<file path="config.mk">
export PLATFORM = sky130hd
export DESIGN_NAME = mmpc_top
export DESIGN_NICKNAME = d
export VERILOG_FILES = /design/src/rtl/mmpc_pkg.sv /design/src/rtl/mmpc_top.sv
export SDC_FILE = /design/constraint.sdc
export NUM_CORES = 1
export LEC_CHECK = 0
export BUFFER_PORTS_ARGS = -buffer_cell sky130_fd_sc_hd__buf_4
export CORE_MARGIN = 5
export CORE_UTILIZATION = 45
export DETAILED_ROUTE_END_ITERATION = 6
export GPL_TIMING_DRIVEN = 0
export HOLD_SLACK_MARGIN = 0.06
export MAX_ROUTING_LAYER = met4
export PLACE_DENSITY_LB_ADDON = 0.12
export SYNTH_ARGS = -nofsm -noshare
export SYNTH_HDL_FRONTEND = slang
export SYNTH_SLANG_ARGS = --single-unit
</file>
<file path="constraint.sdc">
create_clock -name SYS_CLK_I -period 4.4 [get_ports SYS_CLK_I]
set_input_delay 0.22 -clock SYS_CLK_I [delete_from_list [all_inputs] [get_ports SYS_CLK_I]]
set_output_delay 0.22 -clock SYS_CLK_I [all_outputs]
set_load 0.1 [all_outputs]
</file>
<file path="src/rtl/mmpc_pkg.sv">
// Purpose: Shared constants and types for the memory map and paging controller.
// Assumes: One 25 MHz system clock, 16-bit local addresses, 18-bit global addresses.
// Notes:   Register byte addresses are four times the printed register index.
package mmpc_pkg;

  localparam int unsigned ADDR_W        = 16;
  localparam int unsigned GADDR_W       = 18;
  localparam int unsigned DATA_W        = 8;

  // Register indices and derived byte addresses.
  localparam logic [7:0]  IDX_PAGE      = 8'h15;
  localparam logic [7:0]  IDX_DIRECT    = 8'h11;
  localparam logic [7:0]  IDX_MODE      = 8'h0b;
  localparam logic [7:0]  IDX_SECURITY  = 8'h12;
  localparam logic [11:0] AXI_PAGE      = {2'h0, IDX_PAGE, 2'h0};
  localparam logic [11:0] AXI_DIRECT    = {2'h0, IDX_DIRECT, 2'h0};
  localparam logic [11:0] AXI_MODE      = {2'h0, IDX_MODE, 2'h0};
  localparam logic [11:0] AXI_SECURITY  = {2'h0, IDX_SECURITY, 2'h0};

  localparam logic [7:0]  PAGE_RST      = 8'h0e;
  localparam logic [3:0]  PAGE_SEL_RST  = 4'he;
  localparam logic [7:0]  DIRECT_RST    = 8'h00;

  // Local map windows.
  localparam logic [15:0] REG_LO        = 16'h0000;
  localparam logic [15:0] REG_HI        = 16'h03ff;
  localparam logic [15:0] RAM_LO        = 16'h3800;
  localparam logic [15:0] RAM_HI        = 16'h3fff;
  localparam logic [15:0] FIX_LO        = 16'h4000;
  localparam logic [15:0] FIX_HI        = 16'h7fff;
  localparam logic [15:0] WIN_LO        = 16'h8000;
  localparam logic [15:0] WIN_HI        = 16'hbfff;
  localparam logic [15:0] TOP_LO        = 16'hc000;
  localparam logic [15:0] DBG_LO        = 16'hff00;
  localparam logic [3:0]  FIX_PAGE      = 4'hd;
  localparam logic [3:0]  TOP_PAGE      = 4'hf;
  localparam int unsigned PAGE_OFS_W    = 14;

  localparam logic [1:0]  RESP_OKAY     = 2'b00;
  localparam logic [1:0]  RESP_SLVERR   = 2'b10;

  typedef enum logic [2:0] {
    TGT_NONE,
    TGT_REGS,
    TGT_RAM,
    TGT_FLASH,
    TGT_DEBUG
  } mmpc_tgt_t;

  typedef struct packed {
    logic                 req;
    logic                 wr;
    logic [ADDR_W-1:0]    addr;
    logic [DATA_W-1:0]    wdata;
  } mmpc_req_t;

  typedef struct packed {
    logic                 req;
    logic                 wr;
    logic                 from_dbg;
    mmpc_tgt_t            tgt;
    logic [GADDR_W-1:0]   gaddr;
    logic [DATA_W-1:0]    wdata;
  } mmpc_gbus_t;

endpackage : mmpc_pkg

</file>
<file path="src/rtl/mmpc_top.sv">
// Purpose: Memory map and paging controller between processor and debug masters and on-chip resources.
// Assumes: Both masters present one access request per cycle and hold it until granted.
// Notes:   Software reaches the control registers over AXI4-Lite; byte address is four times the index.
//
// The AXI4-Lite interface to the registers was decided locally.
`timescale 1ns/1ns

// How it works
// - The four page select bits pick the 16 kB flash block seen at local 0x8000 to 0xBFFF for both masters.
// - Paging lets 16-bit local masters reach the whole 256 kByte global space through 18-bit global addresses.
// - Simultaneous requests are arbitrated with the debug master first and every local address is decoded.
// - Each master has its own map, with the debug firmware window visible only to the debug master.
// - A processor access to an unmapped address in either mode raises a system reset request.
// - Only normal and special single-chip modes exist, and special mode forces debug entry after each reset.
// - On a secured device the debug master may not reach flash and processor flash writes are blocked.
// - The processor has a dedicated port to read and update the page register during paged call and return.
// - A paged call or return update lands in the page register at the next edge, before the instruction ends.
// - The direct page register takes only the first write and gives the upper byte of the direct range.
// - The mode select input is captured at reset release, 1 meaning normal and 0 special single-chip mode.
module mmpc_top
  import mmpc_pkg::*;
(
  // Clock and reset
  input  wire logic                 SYS_CLK_I,
  input  wire logic                 RST_N_I,
  // Mode strap and security state
  input  wire logic                 MODE_SEL_I,
  input  wire logic                 SECURED_I,
  // Processor master
  input  wire mmpc_req_t            CPU_REQ_I,
  output logic                      CPU_GNT_O,
  // Debug master
  input  wire mmpc_req_t            DBG_REQ_I,
  output logic                      DBG_GNT_O,
  // Paged call and return port
  input  wire logic                 CPU_PAGE_WE_I,
  input  wire logic [DATA_W-1:0]    CPU_PAGE_WDATA_I,
  output logic [DATA_W-1:0]         CPU_PAGE_RDATA_O,
  // Global bus toward resources
  output mmpc_gbus_t                GBUS_O,
  output logic [DATA_W-1:0]         DIRECT_PAGE_O,
  // System status
  output logic                      NORMAL_SINGLE_CHIP_O,
  output logic                      DEBUG_ENTRY_O,
  output logic                      SYS_RESET_REQ_O,
  // AXI4-Lite slave
  input  wire logic [11:0]          S_AXI_AWADDR,
  input  wire logic                 S_AXI_AWVALID,
  output logic                      S_AXI_AWREADY,
  input  wire logic [31:0]          S_AXI_WDATA,
  input  wire logic [3:0]           S_AXI_WSTRB,
  input  wire logic                 S_AXI_WVALID,
  output logic                      S_AXI_WREADY,
  output logic [1:0]                S_AXI_BRESP,
  output logic                      S_AXI_BVALID,
  input  wire logic                 S_AXI_BREADY,
  input  wire logic [11:0]          S_AXI_ARADDR,
  input  wire logic                 S_AXI_ARVALID,
  output logic                      S_AXI_ARREADY,
  output logic [31:0]               S_AXI_RDATA,
  output logic [1:0]                S_AXI_RRESP,
  output logic                      S_AXI_RVALID,
  input  wire logic                 S_AXI_RREADY
);

  function automatic logic in_range(input logic [15:0] a, input logic [15:0] lo, input logic [15:0] hi);
    in_range = (a >= lo) && (a <= hi);
  endfunction

  // Local decode; the debug map adds its firmware window on top of the shared one.
  function automatic mmpc_tgt_t decode(input logic [15:0] a, input logic dbg);
    if (dbg && (a >= DBG_LO))
      decode = TGT_DEBUG;
    else if (in_range(a, REG_LO, REG_HI))
      decode = TGT_REGS;
    else if (in_range(a, RAM_LO, RAM_HI))
      decode = TGT_RAM;
    else if (a >= FIX_LO)
      decode = TGT_FLASH;
    else
      decode = TGT_NONE;
  endfunction

  // Global address formation from page and local offset.
  function automatic logic [GADDR_W-1:0] to_global(input logic [15:0] a, input logic [3:0] pg);
    logic [3:0] blk;
    blk = pg;
    if (in_range(a, FIX_LO, FIX_HI))
      blk = FIX_PAGE;
    else if (a >= TOP_LO)
      blk = TOP_PAGE;
    to_global = {blk, a[PAGE_OFS_W-1:0]};
  endfunction

  // Only the four page select bits are stored; the upper bits always read zero.
  function automatic logic [DATA_W-1:0] page_value(input logic [DATA_W-1:0] v);
    page_value = {4'h0, v[3:0]};
  endfunction

  // Registers are whole words, so the byte lane bits of an address are ignored.
  function automatic logic [11:0] word_addr(input logic [11:0] a);
    word_addr = {a[11:2], 2'b00};
  endfunction

  // Writes to a known read-only register are still answered OKAY and simply change nothing.
  function automatic logic known_reg(input logic [11:0] a);
    known_reg = (a == AXI_PAGE) || (a == AXI_DIRECT) || (a == AXI_MODE) || (a == AXI_SECURITY);
  endfunction

  logic [DATA_W-1:0] page_r;
  logic [DATA_W-1:0] direct_r;
  logic              direct_done_r;
  logic              mode_latch_r;
  logic              rst_seen_r;
  logic              dbg_entry_r;
  logic              sys_rst_r;
  mmpc_gbus_t        gbus_r;

  // Arbitration: debug first since its accesses steal single cycles.
  // A debug master that never drops its request would starve the processor, so it must only steal cycles.
  logic              dbg_sel;
  logic              cpu_sel;
  mmpc_req_t         win;
  mmpc_tgt_t         win_tgt;
  logic              blocked;
  assign dbg_sel   = DBG_REQ_I.req;
  assign cpu_sel   = CPU_REQ_I.req && !DBG_REQ_I.req;
  assign win       = dbg_sel ? DBG_REQ_I : CPU_REQ_I;
  assign win_tgt   = decode(win.addr, dbg_sel);
  assign blocked   = SECURED_I && (win_tgt == TGT_FLASH) && (dbg_sel || win.wr);
  assign DBG_GNT_O = dbg_sel;
  assign CPU_GNT_O = cpu_sel;

  // A blocked or unmapped access keeps the request low so that no resource ever sees it.
  mmpc_gbus_t        gbus_nxt;

  always_comb
  begin
    gbus_nxt          = '0;
    gbus_nxt.req      = win.req && !blocked && (win_tgt != TGT_NONE);
    gbus_nxt.wr       = win.wr;
    gbus_nxt.from_dbg = dbg_sel;
    gbus_nxt.tgt      = blocked ? TGT_NONE : win_tgt;
    gbus_nxt.gaddr    = to_global(win.addr, page_r[3:0]);
    gbus_nxt.wdata    = win.wdata;
  end

  always_ff @(posedge SYS_CLK_I or negedge RST_N_I)
  begin
    if (!RST_N_I)
      gbus_r <= '0;
    else
      gbus_r <= gbus_nxt;
  end

  // Unmapped processor access resets the system in both modes.
  // The request is a one-cycle pulse per access; the reset generator is expected to stretch it.
  always_ff @(posedge SYS_CLK_I or negedge RST_N_I)
  begin
    if (!RST_N_I)
      sys_rst_r <= 1'b0;
    else
      sys_rst_r <= cpu_sel && (win_tgt == TGT_NONE);
  end

  // Mode strap is caught in the first clocked cycle after release, not by the reset itself.
  // A strap that changes later has no effect until the next reset.
  always_ff @(posedge SYS_CLK_I or negedge RST_N_I)
  begin
    if (!RST_N_I)
    begin
      rst_seen_r   <= 1'b0;
      mode_latch_r <= 1'b1;
      dbg_entry_r  <= 1'b0;
    end
    else if (!rst_seen_r)
    begin
      rst_seen_r   <= 1'b1;
      mode_latch_r <= MODE_SEL_I;
      dbg_entry_r  <= !MODE_SEL_I;
    end
    else
      dbg_entry_r  <= 1'b0;
  end

  // AXI4-Lite write path: address and data accepted in either order.
  logic        aw_got_r;
  logic        w_got_r;
  logic [11:0] aw_addr_r;
  logic [31:0] w_data_r;
  logic [3:0]  w_strb_r;
  logic        bvalid_r;
  logic [1:0]  bresp_r;
  logic        do_wr;
  logic        page_hit;
  logic        direct_hit;
  logic        wr_known;
  logic        aw_take;
  logic        w_take;
  logic        b_done;

  assign S_AXI_AWREADY = !aw_got_r && !bvalid_r;
  assign S_AXI_WREADY  = !w_got_r && !bvalid_r;
  assign aw_take       = S_AXI_AWVALID && S_AXI_AWREADY;
  assign w_take        = S_AXI_WVALID && S_AXI_WREADY;
  assign b_done        = bvalid_r && S_AXI_BREADY;
  assign do_wr         = aw_got_r && w_got_r && !bvalid_r;
  // A bus page write that meets a paged port update in the same cycle is lost, by design.
  assign page_hit      = do_wr && (aw_addr_r == AXI_PAGE) && w_strb_r[0];
  assign direct_hit    = do_wr && (aw_addr_r == AXI_DIRECT) && w_strb_r[0];
  assign wr_known      = known_reg(aw_addr_r);

  always_ff @(posedge SYS_CLK_I or negedge RST_N_I)
  begin
    if (!RST_N_I)
    begin
      aw_got_r  <= 1'b0;
      w_got_r   <= 1'b0;
      aw_addr_r <= 12'h000;
      w_data_r  <= 32'h0000_0000;
      w_strb_r  <= 4'h0;
      bvalid_r  <= 1'b0;
      bresp_r   <= RESP_OKAY;
    end
    else
    begin
      if (aw_take)
      begin
        aw_got_r  <= 1'b1;
        aw_addr_r <= word_addr(S_AXI_AWADDR);
      end
      if (w_take)
      begin
        w_got_r  <= 1'b1;
        w_data_r <= S_AXI_WDATA;
        w_strb_r <= S_AXI_WSTRB;
      end
      if (do_wr)
      begin
        aw_got_r <= 1'b0;
        w_got_r  <= 1'b0;
        bvalid_r <= 1'b1;
        bresp_r  <= wr_known ? RESP_OKAY : RESP_SLVERR;
      end
      else if (b_done)
        bvalid_r <= 1'b0;
    end
  end

  // The paged call and return port beats a bus write in the same cycle since the instruction cannot stall.
  logic [DATA_W-1:0] page_nxt;

  always_comb
  begin
    page_nxt = page_r;
    if (CPU_PAGE_WE_I)
      page_nxt = page_value(CPU_PAGE_WDATA_I);
    else if (page_hit)
      page_nxt = page_value(w_data_r[7:0]);
  end

  always_ff @(posedge SYS_CLK_I or negedge RST_N_I)
  begin
    if (!RST_N_I)
      page_r <= PAGE_RST;
    else
      page_r <= page_nxt;
  end

  // Write-once direct page; later writes are acknowledged but dropped.
  // The direct range itself is formed by the processor; this block only holds the page byte.
  always_ff @(posedge SYS_CLK_I or negedge RST_N_I)
  begin
    if (!RST_N_I)
    begin
      direct_r      <= DIRECT_RST;
      direct_done_r <= 1'b0;
    end
    else if (direct_hit && !direct_done_r)
    begin
      direct_r      <= w_data_r[7:0];
      direct_done_r <= 1'b1;
    end
  end

  // AXI4-Lite read path: one cycle from address acceptance to data.
  logic        rvalid_r;
  logic [31:0] rdata_r;
  logic [1:0]  rresp_r;
  logic [11:0] ra;
  logic        ar_take;
  logic        r_done;
  logic [31:0] rdata_nxt;
  logic [1:0]  rresp_nxt;
  assign ra            = word_addr(S_AXI_ARADDR);
  assign S_AXI_ARREADY = !rvalid_r;
  assign ar_take       = S_AXI_ARVALID && S_AXI_ARREADY;
  assign r_done        = rvalid_r && S_AXI_RREADY;

  // The security bit is read live, so a read shows the state at the edge where its address is taken.
  always_comb
  begin
    rdata_nxt = 32'h0000_0000;
    rresp_nxt = RESP_OKAY;
    unique case (ra)
      AXI_PAGE:     rdata_nxt = {24'h000000, page_r};
      AXI_DIRECT:   rdata_nxt = {24'h000000, direct_r};
      AXI_MODE:     rdata_nxt = {30'h0, direct_done_r, mode_latch_r};
      AXI_SECURITY: rdata_nxt = {31'h0, SECURED_I};
      default:      rresp_nxt = RESP_SLVERR;
    endcase
  end

  always_ff @(posedge SYS_CLK_I or negedge RST_N_I)
  begin
    if (!RST_N_I)
    begin
      rvalid_r <= 1'b0;
      rdata_r  <= 32'h0000_0000;
      rresp_r  <= RESP_OKAY;
    end
    else if (ar_take)
    begin
      rvalid_r <= 1'b1;
      rdata_r  <= rdata_nxt;
      rresp_r  <= rresp_nxt;
    end
    else if (r_done)
      rvalid_r <= 1'b0;
  end

  assign S_AXI_BVALID         = bvalid_r;
  assign S_AXI_BRESP          = bresp_r;
  assign S_AXI_RVALID         = rvalid_r;
  assign S_AXI_RDATA          = rdata_r;
  assign S_AXI_RRESP          = rresp_r;
  assign GBUS_O               = gbus_r;
  assign DIRECT_PAGE_O        = direct_r;
  assign CPU_PAGE_RDATA_O     = page_r;
  assign NORMAL_SINGLE_CHIP_O = mode_latch_r;
  assign DEBUG_ENTRY_O        = dbg_entry_r;
  assign SYS_RESET_REQ_O      = sys_rst_r;

endmodule // mmpc_top

</file>
======== Word level (Yosys, flattened, before mapping) ========
Cells that the tools add are included.
word-level totals
  flip-flop bits (word level) ............. 112
  bits of input ports ..................... 130
  output and inout bits ................... 94
  logic and storage cells ................. 106
operators by class
  order comparisons ....................... 8
  equality and inequality tests ........... 9
  multiplexer cells ....................... 22
  reduce and logical (&&, ||, !) cells .... 44
operators by type and width
  operator                count
  $eq A10 B5 Y1 const B   6
  $ge A16 B16 Y1 const B  2
  $pmux W8 S4             1
  $mux W26                1
  $logic_and A1 B1 Y1     24
  $eq A10 B4 Y1 const B   2
  $ge A16 B1 Y1 const B   1
  $ge A16 B14 Y1 const B  1
  $ge A16 B15 Y1 const B  1
  $le A16 B10 Y1 const B  1
  $le A16 B14 Y1 const B  1
  $le A16 B15 Y1 const B  1
  $mux W8                 2
  $mux W2                 5
  $reduce_bool A2 Y1      5
  $mux W1                 9
  $logic_not A1 Y1        8
  $mux W4                 2
  $mux W3                 2
  $logic_or A1 B1 Y1      4
  $reduce_or A4 Y1        1
  $eq A3 B2 Y1 const B    1
  $logic_not A3 Y1        1
  $reduce_bool A3 Y1      1

======== Logic depth before layout (Yosys ltp) ========
Gate-level depths: netlist of run 1.
  word-level depth ........................ 12
  gate-level depth with buffers ........... 5
  depth with buffers taken out ............ 4

======== Least setup slack after synthesis of run 1 ========
OpenSTA, ideal clock, no wires.
  path kind ............................... reg2reg
  start point ............................. reg bvalid_r (netlist: S_AXI_BVALID)
  end point ............................... reg aw_addr_r[11]
  library setup time ...................... 0.125 ns
  arrival ................................. 3.193 ns
  required time ........................... 4.275 ns
  path slack .............................. 1.082 ns
  cell stages (with the launch flop) ...... 5
  buffers on the path ..................... 1
  clock period less this slack ............ 3.318 ns
  cells stage by stage .................... dfrtp_1 nor2_1 and2_1 clkbuf_1 mux2_2
between the ends
  word-level cells in the longest chain between the ends .. 3
ends and longest elaborated chain
  what                     RTL line         RTL
  from (decl)              mmpc_top.sv:192  logic bvalid_r;
  from (signal assigned)   mmpc_top.sv:222  bvalid_r <= 1'b0;
  from (signal assigned)   mmpc_top.sv:242  bvalid_r <= 1'b1;
  from (signal assigned)   mmpc_top.sv:246  bvalid_r <= 1'b0;
  $logic_not A1 Y1         mmpc_top.sv:202  assign S_AXI_AWREADY = !aw_got_r && !bvalid_r;
  $logic_and A1 B1 Y1      mmpc_top.sv:202
  named net S_AXI_AWREADY  mmpc_top.sv:49   output logic S_AXI_AWREADY,
  $logic_and A1 B1 Y1      mmpc_top.sv:204  assign aw_take = S_AXI_AWVALID && S_AXI_AWREADY;
  to (signal assigned)     mmpc_top.sv:230  aw_addr_r <= word_addr(S_AXI_AWADDR);
  to (decl)                mmpc_top.sv:189  logic [11:0] aw_addr_r;
The timed path passes the listed nets, and every way through them passes these cells.
A chain may end at the register's enable or synchronous reset.

======== Worst setup path after layout of run 1 ========
  start point ............................. reg aw_addr_r[9]
  end point ............................... reg direct_r[0] (netlist: DIRECT_PAGE_O[0])
between the ends
  word-level cells in the longest chain between the ends .. 4
ends and longest elaborated chain
  what                               RTL line         RTL
  $eq A10 B5 Y1                      mmpc_top.sv:210  assign direct_hit = do_wr && (aw_addr_r == AXI_DIRECT) && w_strb_r[0];
  $logic_and A1 B1 Y1 (2 in series)  mmpc_top.sv:210
  $logic_and A1 B1 Y1                mmpc_top.sv:279  else if (direct_hit && !direct_done_r)
  to (signal assigned)               mmpc_top.sv:281  direct_r <= w_data_r[7:0];
  to (decl)                          mmpc_top.sv:111  logic [DATA_W-1:0] direct_r;
Every way passes these cells.

==> out/results.txt, run 1 <==
The path class of the tightest hold or removal check is in2async. Cell taking the most area after synthesis: sky130_fd_sc_hd__dfrtp_1. The first-pass detailed-route iteration total is 4, and the clock latency at the later pin of the worst-skew pair is 0.35 ns. For this run, the total global-route usage over all layers was measured as 19.50%. Synthesis produced a netlist whose cell count is 291.

The cell family contributing the most delay on the critical path is simple AND/OR/NAND/NOR gates. The clock sink count was 82. The floorplan step defined a die boundary enclosing 9984 µm². The first global-routing pass estimated 14,860 µm of wire. The logs give 56.53% for the share of the yosys chip area belonging to registers and 4.63 ns for the required time reported for the critical path endpoint. The run gives 622 as the layout net count.

The worst setup path is launched from a flop. Global routing finished with a remaining overflow of 0. Summed over all failing endpoints, the final setup total negative slack is 0 ns.

The root buffer cell chosen for the clock tree is sky130_fd_sc_hd__clkbuf_8. Counting flops with an async set or reset pin after synthesis yields a share of 100.0%. Compared with the post-synthesis result, the final layout area differs by 45.53%. The tools report the initial core utilization as 46.60%.

The cell count after placement was 579. The largest individual stage delay along the critical path comes from the cell sky130_fd_sc_hd__or4_4. The run gives 67.82% as the final standard cell utilization of the core. The tools report the deepest clock path buffer count as 2. In this run the standard cell core region covers 7807 µm².

At the pin with the least slew margin, the transition time is 1.008 ns. For the total standard cell area after synthesis, the log shows 3638 µm². Yosys mapped a number of flops with a built-in enable equal to 0.

The worst setup skew after layout was 0.007676 ns. Yosys attributes the largest share of cell area to sky130_fd_sc_hd__dfrtp_1 54%, sky130_fd_sc_hd__mux2_2 16%, sky130_fd_sc_hd__buf_4 6.4%. The tools report the maximum frequency from static timing analysis as 405.4 MHz.

The logs give 32.80% for the worst-case headroom to the max-slew limit and 9 for the clock buffer count from CTS. STA classifies the critical path endpoint as a flop. The tools report the Yosys warning count as 0. In this run the static leakage power is 0.002618 µW. The fraction of final layout cells sized beyond drive strength 1 was 53.12%; the die span in x was 99.92 µm. In this run the biggest area consumer among cell types represents 53.65% of the synthesized area. For the maximum level of the CTS H-tree, the log shows 3. Setup repair after global routing left no endpoint under its margin. After detailed routing, the number of vias per cell comes to 4.755. Combined buffer and inverter count along the critical path: 1. Routability-driven placement finished with a final weighted congestion of 0.8276. After legalization and detailed placement, the total HPWL measured 7424 µm. Port buffering added 157 buffers. The number of global-route vias before repair is 2,933. During I/O placement, the number of pins put on the boundary was 224.

Wires add up to 9293 µm. The flow ran to the end, and the final reports show no timing, DRC or antenna violations. The power density relative to cell area is 468.1 nW/µm². In this run the worst setup path begins at aw_addr_r[9]. Of the available clock period, the critical path in the final layout requires 56.06%.

The hold violation total from the final report was 0. The finished cells cover 5295 µm². At the worst endpoint, the arrival time is 2.70 ns. Once placement finished, the instance area stood at 5054 µm². In this run the critical register-to-register path is launched from aw_addr_r[9]. The type of the worst setup path is reg2reg. Setup slack on the worst reg-to-reg path comes out at 1.93 ns.

The clock-pin slew on the worst setup and hold paths was 0.08 ns. The synthesized design contains 82 register bits. The routed length per placed instance was 15.51 µm.

sky130_fd_sc_hd__dfrtp_1 is the most common cell in the netlist. For the total via count after detailed routing, the log shows 2,848. After detailed routing, the number of remaining DRC violations is 0.

By count the netlist is led by 78 x sky130_fd_sc_hd__dfrtp_1, 51 x sky130_fd_sc_hd__mux2_2, 31 x sky130_fd_sc_hd__buf_4. The final-report max-slew violation count was 0; the height of the die was 99.92 µm. A synthesized cell averages 12.50 µm².

The biggest cell delay along the critical path came out at 0.54 ns. Minimum period implied by the final worst setup slack: 2.467 ns. Number of violations of the max-capacitance limit: 0.

For the pin count of the biggest net entering global routing, the log shows 83. The signal on the critical path passes through or4_4 > or3_1 > buf_2 > nor4_4 > mux2_2. In this run the worst path has a maximum fanout of 9. Counting cells, the worst reg-to-reg path comes to 5. For the post-route worst hold slack, the log shows 0.04415 ns. The count of nets left with antenna violations once routing finished came out at 0. TritonCTS built the clock tree. Among all flip-flop cells after synthesis, the most frequent one is sky130_fd_sc_hd__dfrtp_1.

For the initial DRC count, the log shows 119. The run gives 32 as the site row count. Setup violations remaining at the end of the flow were counted as 0. The logs give 0.3381 mV for the largest vdd supply drop and 0 for the number of antenna violations at the first check in global routing.

The post-synthesis cell type count was 41. In this run the critical register-to-register path is captured at DIRECT_PAGE_O[0]. The run gives 0 as the number of diodes. The post-route non-filler standard cell count came out at 599.
[sequential cells by signal, indices dropped and copies added, names as in the netlist, 4 cells and up]
name / count
GBUS_O: 32
S_AXI_RDATA: 8
DIRECT_PAGE_O: 8
aw_addr_r: 10
CPU_PAGE_RDATA_O: 4
w_data_r: 8
[timing repair]
item	4_1_cts	5_1_grt
hold buffers	4	0
buffers inserted	0	0
setup endpoints to repair	0	0
endpoints found under the hold margin	4	0
gates resized for setup	0	0
[cell type report]
type,instances,area (µm²)
plain buffers,41,271.5
clock buffers,9,123.9
clock inverters,7,77.57
fillers,614,2512
inverters,8,30.03
multi-input cells,189,1389
flip-flops and latches,82,2057
well taps,102,127.6
repair buffers,161,1219
[cells by family after synthesis]
kind of cell / count (synthesis) / synth area share [%]
buffers and inverters: 49 / 8.287
and+or+nand+nor: 57 / 9.422
muxes: 58 / 17.71
DFF: 82 / 56.53
other: 2 / 0.2064
AOI/OAI and AO/OA: 43 / 7.840
[routing by layer]
layer	share of wire (%)	vias to the layer above	GRT usage, %	wire [µm]
met3	7.1	12	3.822	658
met5	0	-	-	0
met4	1.5	0	7.773	138
met1	40	1337	23.41	3711
met2	51	120	32.38	4784
li1	-	1379	-	-
[power breakdown]
part           leakage (µW)  internal (µW)  switching (µW)
combinational       0.00153            298             650
sequential         0.000990            892            92.7
clock              0.000100            267             279
total               0.00262           1460            1020
[cell usage in the layout (no fill, tap or decap), types with 2 or more instances in the layout]
cell / netlist / final
sky130_fd_sc_hd__a31oi_1: 2 / 2
sky130_fd_sc_hd__a22o_1: 6 / 6
sky130_fd_sc_hd__nand4_1: 2 / 2
sky130_fd_sc_hd__nor2b_1: 7 / 7
sky130_fd_sc_hd__dlygate4sd3_1: 0 / 4
sky130_fd_sc_hd__inv_1: 8 / 8
sky130_fd_sc_hd__and2_1: 5 / 5
sky130_fd_sc_hd__clkbuf_1: 8 / 8
sky130_fd_sc_hd__nor3_1: 6 / 6
sky130_fd_sc_hd__o21ai_0: 10 / 10
sky130_fd_sc_hd__conb_1: 2 / 31
sky130_fd_sc_hd__nand3b_1: 3 / 3
sky130_fd_sc_hd__inv_6: 0 / 2
sky130_fd_sc_hd__a21oi_1: 10 / 10
sky130_fd_sc_hd__mux2_2: 51 / 51
sky130_fd_sc_hd__o22ai_1: 2 / 2
sky130_fd_sc_hd__nand2b_1: 4 / 4
sky130_fd_sc_hd__a21o_1: 2 / 2
sky130_fd_sc_hd__clkinv_4: 0 / 2
sky130_fd_sc_hd__clkbuf_8: 0 / 9
sky130_fd_sc_hd__buf_4: 31 / 188
sky130_fd_sc_hd__o31ai_1: 2 / 2
sky130_fd_sc_hd__a211oi_1: 2 / 2
sky130_fd_sc_hd__nand2_1: 8 / 8
sky130_fd_sc_hd__nand3_1: 5 / 5
sky130_fd_sc_hd__a41oi_1: 3 / 3
sky130_fd_sc_hd__dfstp_2: 4 / 4
sky130_fd_sc_hd__nor3b_1: 2 / 2
sky130_fd_sc_hd__mux2i_1: 7 / 7
sky130_fd_sc_hd__dfrtp_1: 78 / 78
sky130_fd_sc_hd__nor2_1: 6 / 6
sky130_fd_sc_hd__nor4b_1: 2 / 2
[metrics by stage]
stage,power [µW],setup WS [ns]
detailed placement,1951,1.934
global placement,1932,1.936
global route,2597,1.818
floorplan,1714,1.082
CTS,2505,1.912
finish,2479,1.933
[worst reg2reg max path, cell delays in order (launching register included)]
cell and delay, ns:
sky130_fd_sc_hd__dfrtp_1 0.39, sky130_fd_sc_hd__or4_4 0.54, sky130_fd_sc_hd__or3_1 0.35, sky130_fd_sc_hd__buf_2 0.17
sky130_fd_sc_hd__nor4_4 0.52, sky130_fd_sc_hd__mux2_2 0.40
[worst max path at each step]
stage	endpoint	slack, ns	depth (start not counted)
final	DIRECT_PAGE_O[0]	1.93	5
after global routing	DIRECT_PAGE_O[3]	1.82	5
after CTS	DIRECT_PAGE_O[0]	1.91	5
after detailed placement	DIRECT_PAGE_O[1]	1.93	5
after global placement	DIRECT_PAGE_O[0]	1.94	5
after floorplan	aw_addr_r[11]	1.08	4
(Power assumes the default switching activity.)
==> run 2: changes to the inputs <==
--- a/config.mk
+++ b/config.mk
@@ -5,9 +5,10 @@
 export SDC_FILE = /design/constraint.sdc
 export NUM_CORES = 1
 export LEC_CHECK = 0
+export ABC_AREA = 1
 export BUFFER_PORTS_ARGS = -buffer_cell sky130_fd_sc_hd__buf_4
 export CORE_MARGIN = 5
-export CORE_UTILIZATION = 45
+export CORE_UTILIZATION = 44
 export DETAILED_ROUTE_END_ITERATION = 6
 export GPL_TIMING_DRIVEN = 0
 export HOLD_SLACK_MARGIN = 0.06
==> constraint.sdc (replaced) <==
create_clock -name SYS_CLK_I -period 2.4 [get_ports SYS_CLK_I]
set_input_delay 0.12 -clock SYS_CLK_I [delete_from_list [all_inputs] [get_ports SYS_CLK_I]]
set_output_delay 0.12 -clock SYS_CLK_I [all_outputs]
set_load 0.1 [all_outputs]
==> run 2 against run 1 <==
Core utilization grew 3.5 points. Area after synthesis is 4.6% higher. Clock power up 100%. Sequential power grew 84%. Critical path type is now in2reg. Largest cell class is now buffers. Highest routed layer unchanged.
==> out/results.txt, run 2 <==
The leakage power of the design came out at 0.003303 µW (was 0.002618 µW). The initial DRC count is 128 (was 119), and the sum of negative setup slack is 0 ns (unchanged). For the layout net count, the log shows 829 (was 622). The cell type of the slowest stage on the worst timing path was sky130_fd_sc_hd__dlygate4sd3_1 (was sky130_fd_sc_hd__or4_4). The total standard cell area after synthesis is 3806 µm² (was 3638 µm²). The post-synthesis average cell area works out to 8.750 µm² (was 12.50 µm²). Area of all placed cells without fillers: 6131 µm² (was 5295 µm²). The critical path arrival was 2.23 ns (was 2.70 ns).

The type of the most critical hold path was in2reg (was in2async). The routed length per placed instance is 12.82 µm (was 15.51 µm). Derived from the worst setup path, the maximum achievable clock frequency is 511.3 MHz. The start point of the critical path was DBG_REQ_I[25] (was aw_addr_r[9]). Setup repair after global routing left no endpoint under its margin. The final weighted congestion in routability-driven placement was 0.8621 (was 0.8276); the number of flip-flops in the largest register was 32 (unchanged).

Fraction of final layout cells sized beyond drive strength 1: 35.94% (was 53.12%). Cell taking the most area after synthesis: sky130_fd_sc_hd__dfrtp_1 (unchanged). The flow ran to the end, and the final reports show no timing, DRC or antenna violations.

The tools report the post-synthesis cell type count as 30 (was 41). Most common library cell in the layout ignoring fill and taps: sky130_fd_sc_hd__buf_4 (unchanged). The run gives 0 (unchanged) as the final-report max-slew violation count. The setup slack of the critical path after layout was 0.4443 ns (was 1.933 ns); the clock-pin slew on the worst setup and hold paths was 0.08 ns (about the same). Commonest non-fill, non-tap cells in the layout: 188 x sky130_fd_sc_hd__buf_4, 130 x sky130_fd_sc_hd__nand2_1, 78 x sky130_fd_sc_hd__dfrtp_1 (was 188 x sky130_fd_sc_hd__buf_4, 78 x sky130_fd_sc_hd__dfrtp_1, 51 x sky130_fd_sc_hd__mux2_2). The via-per-instance ratio was 4.440 (was 4.755); the number of diodes was 0 (unchanged).

The number of global-route vias before repair is 3,562 (was 2,933). For the number of placed I/O pins, the log shows 224 (unchanged). For the overall routing resource usage, the log shows 20.66% (was 19.50%). The worst-case headroom to the max-slew limit was 31.55% (was 32.80%). The root buffer cell was sky130_fd_sc_hd__clkbuf_8 (unchanged). The worst setup skew after layout was 0.005687 ns (was 0.007676 ns). Top post-synthesis cells by count: 130 x sky130_fd_sc_hd__nand2_1, 78 x sky130_fd_sc_hd__dfrtp_1, 46 x sky130_fd_sc_hd__inv_1 (was 78 x sky130_fd_sc_hd__dfrtp_1, 51 x sky130_fd_sc_hd__mux2_2, 31 x sky130_fd_sc_hd__buf_4). Top cells by area, synth: sky130_fd_sc_hd__dfrtp_1 51%, sky130_fd_sc_hd__nand2_1 13%, sky130_fd_sc_hd__buf_4 6.1% (was sky130_fd_sc_hd__dfrtp_1 54%, sky130_fd_sc_hd__mux2_2 16%, sky130_fd_sc_hd__buf_4 6.4%). The number of antenna violations at the first check in global routing was 0 (unchanged); the post-route non-filler standard cell count was 812 (was 599). The post-route DRC violation count came out at 0 (unchanged). The number of flops mapped to enable cells by yosys was 0 (unchanged). The tools report the detailed placement HPWL as 7468 µm (was 7424 µm). The run gives 34 (was 32) as the site row count. The deepest clock path buffer count came out at 2 (unchanged).

The number of instances resized during post-cts repair is 0 (unchanged). Commonest register cell after synthesis: sky130_fd_sc_hd__dfrtp_1 (unchanged). The combined buffer and inverter count along the critical path came out at 6 (was 1). The maximum level of the CTS H-tree is 3 (unchanged).

Worst flop-to-flop path startpoint: S_AXI_BVALID (was aw_addr_r[9]). Final critical-path share of the clock period: 81.49%. The logs give 44.29% (was 46.60%) for the initial core utilization and 678 (was 614) for the number of inserted filler cells in the final layout.

The placeable core area is 8593 µm² (was 7807 µm²). Worst-case setup slack after placement: 0.9453 ns (was 1.934 ns). The area share of the leading cell type in the synthesized netlist is 51.28% (was 53.65%).

TritonCTS built the clock tree. The number of violations of the max-capacitance limit is 0 (unchanged). The transition time of the tightest slew-check pin is 1.027 ns (was 1.008 ns).

The cell count after placement was 729 (was 579); the global-route wire length before repair was 16,640 µm (was 14,860 µm). The count of antenna-violating nets left after detailed routing was 0 (unchanged). The async set or reset register ratio after synthesis is 100.0% (unchanged). The biggest cell delay along the critical path is 0.57 ns (was 0.54 ns). The height of the die was 103.0 µm (was 99.92 µm); the overall die area was 10,610 µm² (was 9984 µm²). The die span in x works out to 103.0 µm (was 99.92 µm). The tools report the pin count of the biggest net entering global routing as 83 (unchanged). The post-synthesis sequential element count is 82 (unchanged), and the required time reported for the critical path endpoint is 2.67 ns (was 4.63 ns). The tools report the share of the yosys chip area belonging to registers as 54.04% (was 56.53%). The cell with the most instances after synthesis was sky130_fd_sc_hd__nand2_1 (was sky130_fd_sc_hd__dfrtp_1). The largest vdd supply drop came out at 0.9172 mV (was 0.3381 mV). Category of cells accounting for the largest share of critical-path delay: buffers and inverters (was simple AND/OR/NAND/NOR gates). The tools report the total wire length as 10,410 µm (was 9293 µm). The logs give 3,605 (was 2,848) for the total via count after detailed routing and 82 (unchanged) for the clock sink count.

Post-synthesis cell count: 435 (was 291). The Yosys warning count is 0 (unchanged), and the power density relative to cell area is 828.3 nW/µm² (was 468.1 nW/µm²). The maximum fanout encountered on the critical timing path was 10 (was 9); the total global routing overflow was 0 (unchanged). In this run the most critical hold path is launched from S_AXI_WDATA[1]. Growth of design area from synthesis to finish: 61.08% (was 45.53%).

For the clock latency at the later pin of the worst-skew pair, the log shows 0.34 ns (was 0.35 ns). The run gives 5241 µm² (was 5054 µm²) as the placement-stage cell area. The kind of launch point of the worst setup path was a primary input (was a flop).

The final standard cell utilization of the core came out at 71.35% (was 67.82%). The type of the worst setup path is in2reg (was reg2reg). The hold violation total from the final report was 0 (unchanged); the clock buffer count from CTS was 9 (unchanged). The first-pass detailed-route iteration total is 4 (unchanged), and the minimum period implied by the final worst setup slack is 1.956 ns.

The count of buffers from port buffering is 157 (unchanged). The number of endpoints failing setup at the final stage came out at 0 (unchanged). The type of destination of the critical path is a flop (unchanged). List of cells traversed by the critical path: dlygate4sd3_1 > buf_4 > inv_2 > buf_6 > clkbuf_1 > nand2_1 > nand2_1 > dlygate4sd3_1 (was or4_4 > or3_1 > buf_2 > nor4_4 > mux2_2).
[run 2: cell count changes after synthesis, moves of 6 or more]
cell / before / now
sky130_fd_sc_hd__mux2i_1: 7 / 0
sky130_fd_sc_hd__o21ai_0: 10 / 20
sky130_fd_sc_hd__o21ai_2: 0 / 8
sky130_fd_sc_hd__mux2_2: 51 / 7
sky130_fd_sc_hd__inv_1: 8 / 46
sky130_fd_sc_hd__nand2_1: 8 / 130
sky130_fd_sc_hd__nor2_1: 6 / 32
sky130_fd_sc_hd__nor2b_1: 7 / 0
sky130_fd_sc_hd__clkbuf_1: 8 / 2
sky130_fd_sc_hd__nand2_2: 0 / 11
sky130_fd_sc_hd__nand3_1: 5 / 14
sky130_fd_sc_hd__nor2_2: 0 / 6
sky130_fd_sc_hd__a22o_1: 6 / 0
[run 2: metal layers]
metal / vias up / part of all wire, % / global-route usage (%)
li1: 1824 / - / -
met1: 1642 / 39 / 24.43
met2: 123 / 51 / 35.03
met3: 16 / 7.3 / 4.330
met4: 0 / 2.1 / 6.972
met5: - / 0 / -
[run 2: through the flow]
| stage | hold WS (ns) | power, µW |
|---|---|---|
| finish | 0.06708 | 5078 |
| CTS | 0.06609 | 5111 |
| detailed placement | 0.2774 | 3902 |
| global placement | 0.2730 | 3865 |
| global route | 0.07260 | 5331 |
| floorplan | -0.1756 | 3408 |
[run 2: cells by family after synthesis]
group / Yosys count / synth area share, %
AO/OA/AOI/OAI: 49 / 7.890
buffers and inverters: 89 / 12.56
flip-flops: 82 / 54.04
multiplexers: 7 / 2.071
other: 2 / 0.1973
AND/OR/NAND/NOR: 206 / 23.24
[run 2: layout make-up]
class	instances	area, µm²	area share (%)
Sequential cell	82	2057	33.55
Timing Repair Buffer	224	1849	30.16
Multi-Input combinational cell	293	1393	22.71
Buffer	41	297.8	4.857
Inverter	48	180.2	2.939
Clock buffer	11	141.4	2.306
Tap cell	108	135.1	2.204
Clock inverter	5	77.57	1.265
[run 2: repair_timing]
action	4_1_cts	5_1_grt
endpoints found under the hold margin	123	0
setup buffers	0	0
hold buffers	67	0
[run 2: worst register-to-register path, delay by kind of cell (launching register included)]
family                 cells  cell delay [ns]
and+or+nand+nor            4             0.53
DFF                        1             0.47
buffers and inverters      2             0.31
AOI/OAI and AO/OA          1             0.05
[run 2: where the power goes]
part           leakage (µW)  switching, µW  total [µW]  internal (µW)
Combinational       0.00220           1580        2170            594
Sequential         0.000992            156        1810           1650
Clock              0.000109            487        1100            612
Total               0.00330           2220        5080           2860
[run 2: path summary, 6_finish.rpt]
kind	cells past startpoint	to	slack (ns)
setup / recovery	8	GBUS_O[12]	0.44
hold / removal	3	w_data_r[1]	0.07
hold reg to reg	1	NORMAL_SINGLE_CHIP_O	0.43
min in group asynchronous	2	GBUS_O[29]	0.47
setup reg to reg	7	DIRECT_PAGE_O[7]	0.95
max in group asynchronous	2	S_AXI_RDATA[3]	1.25
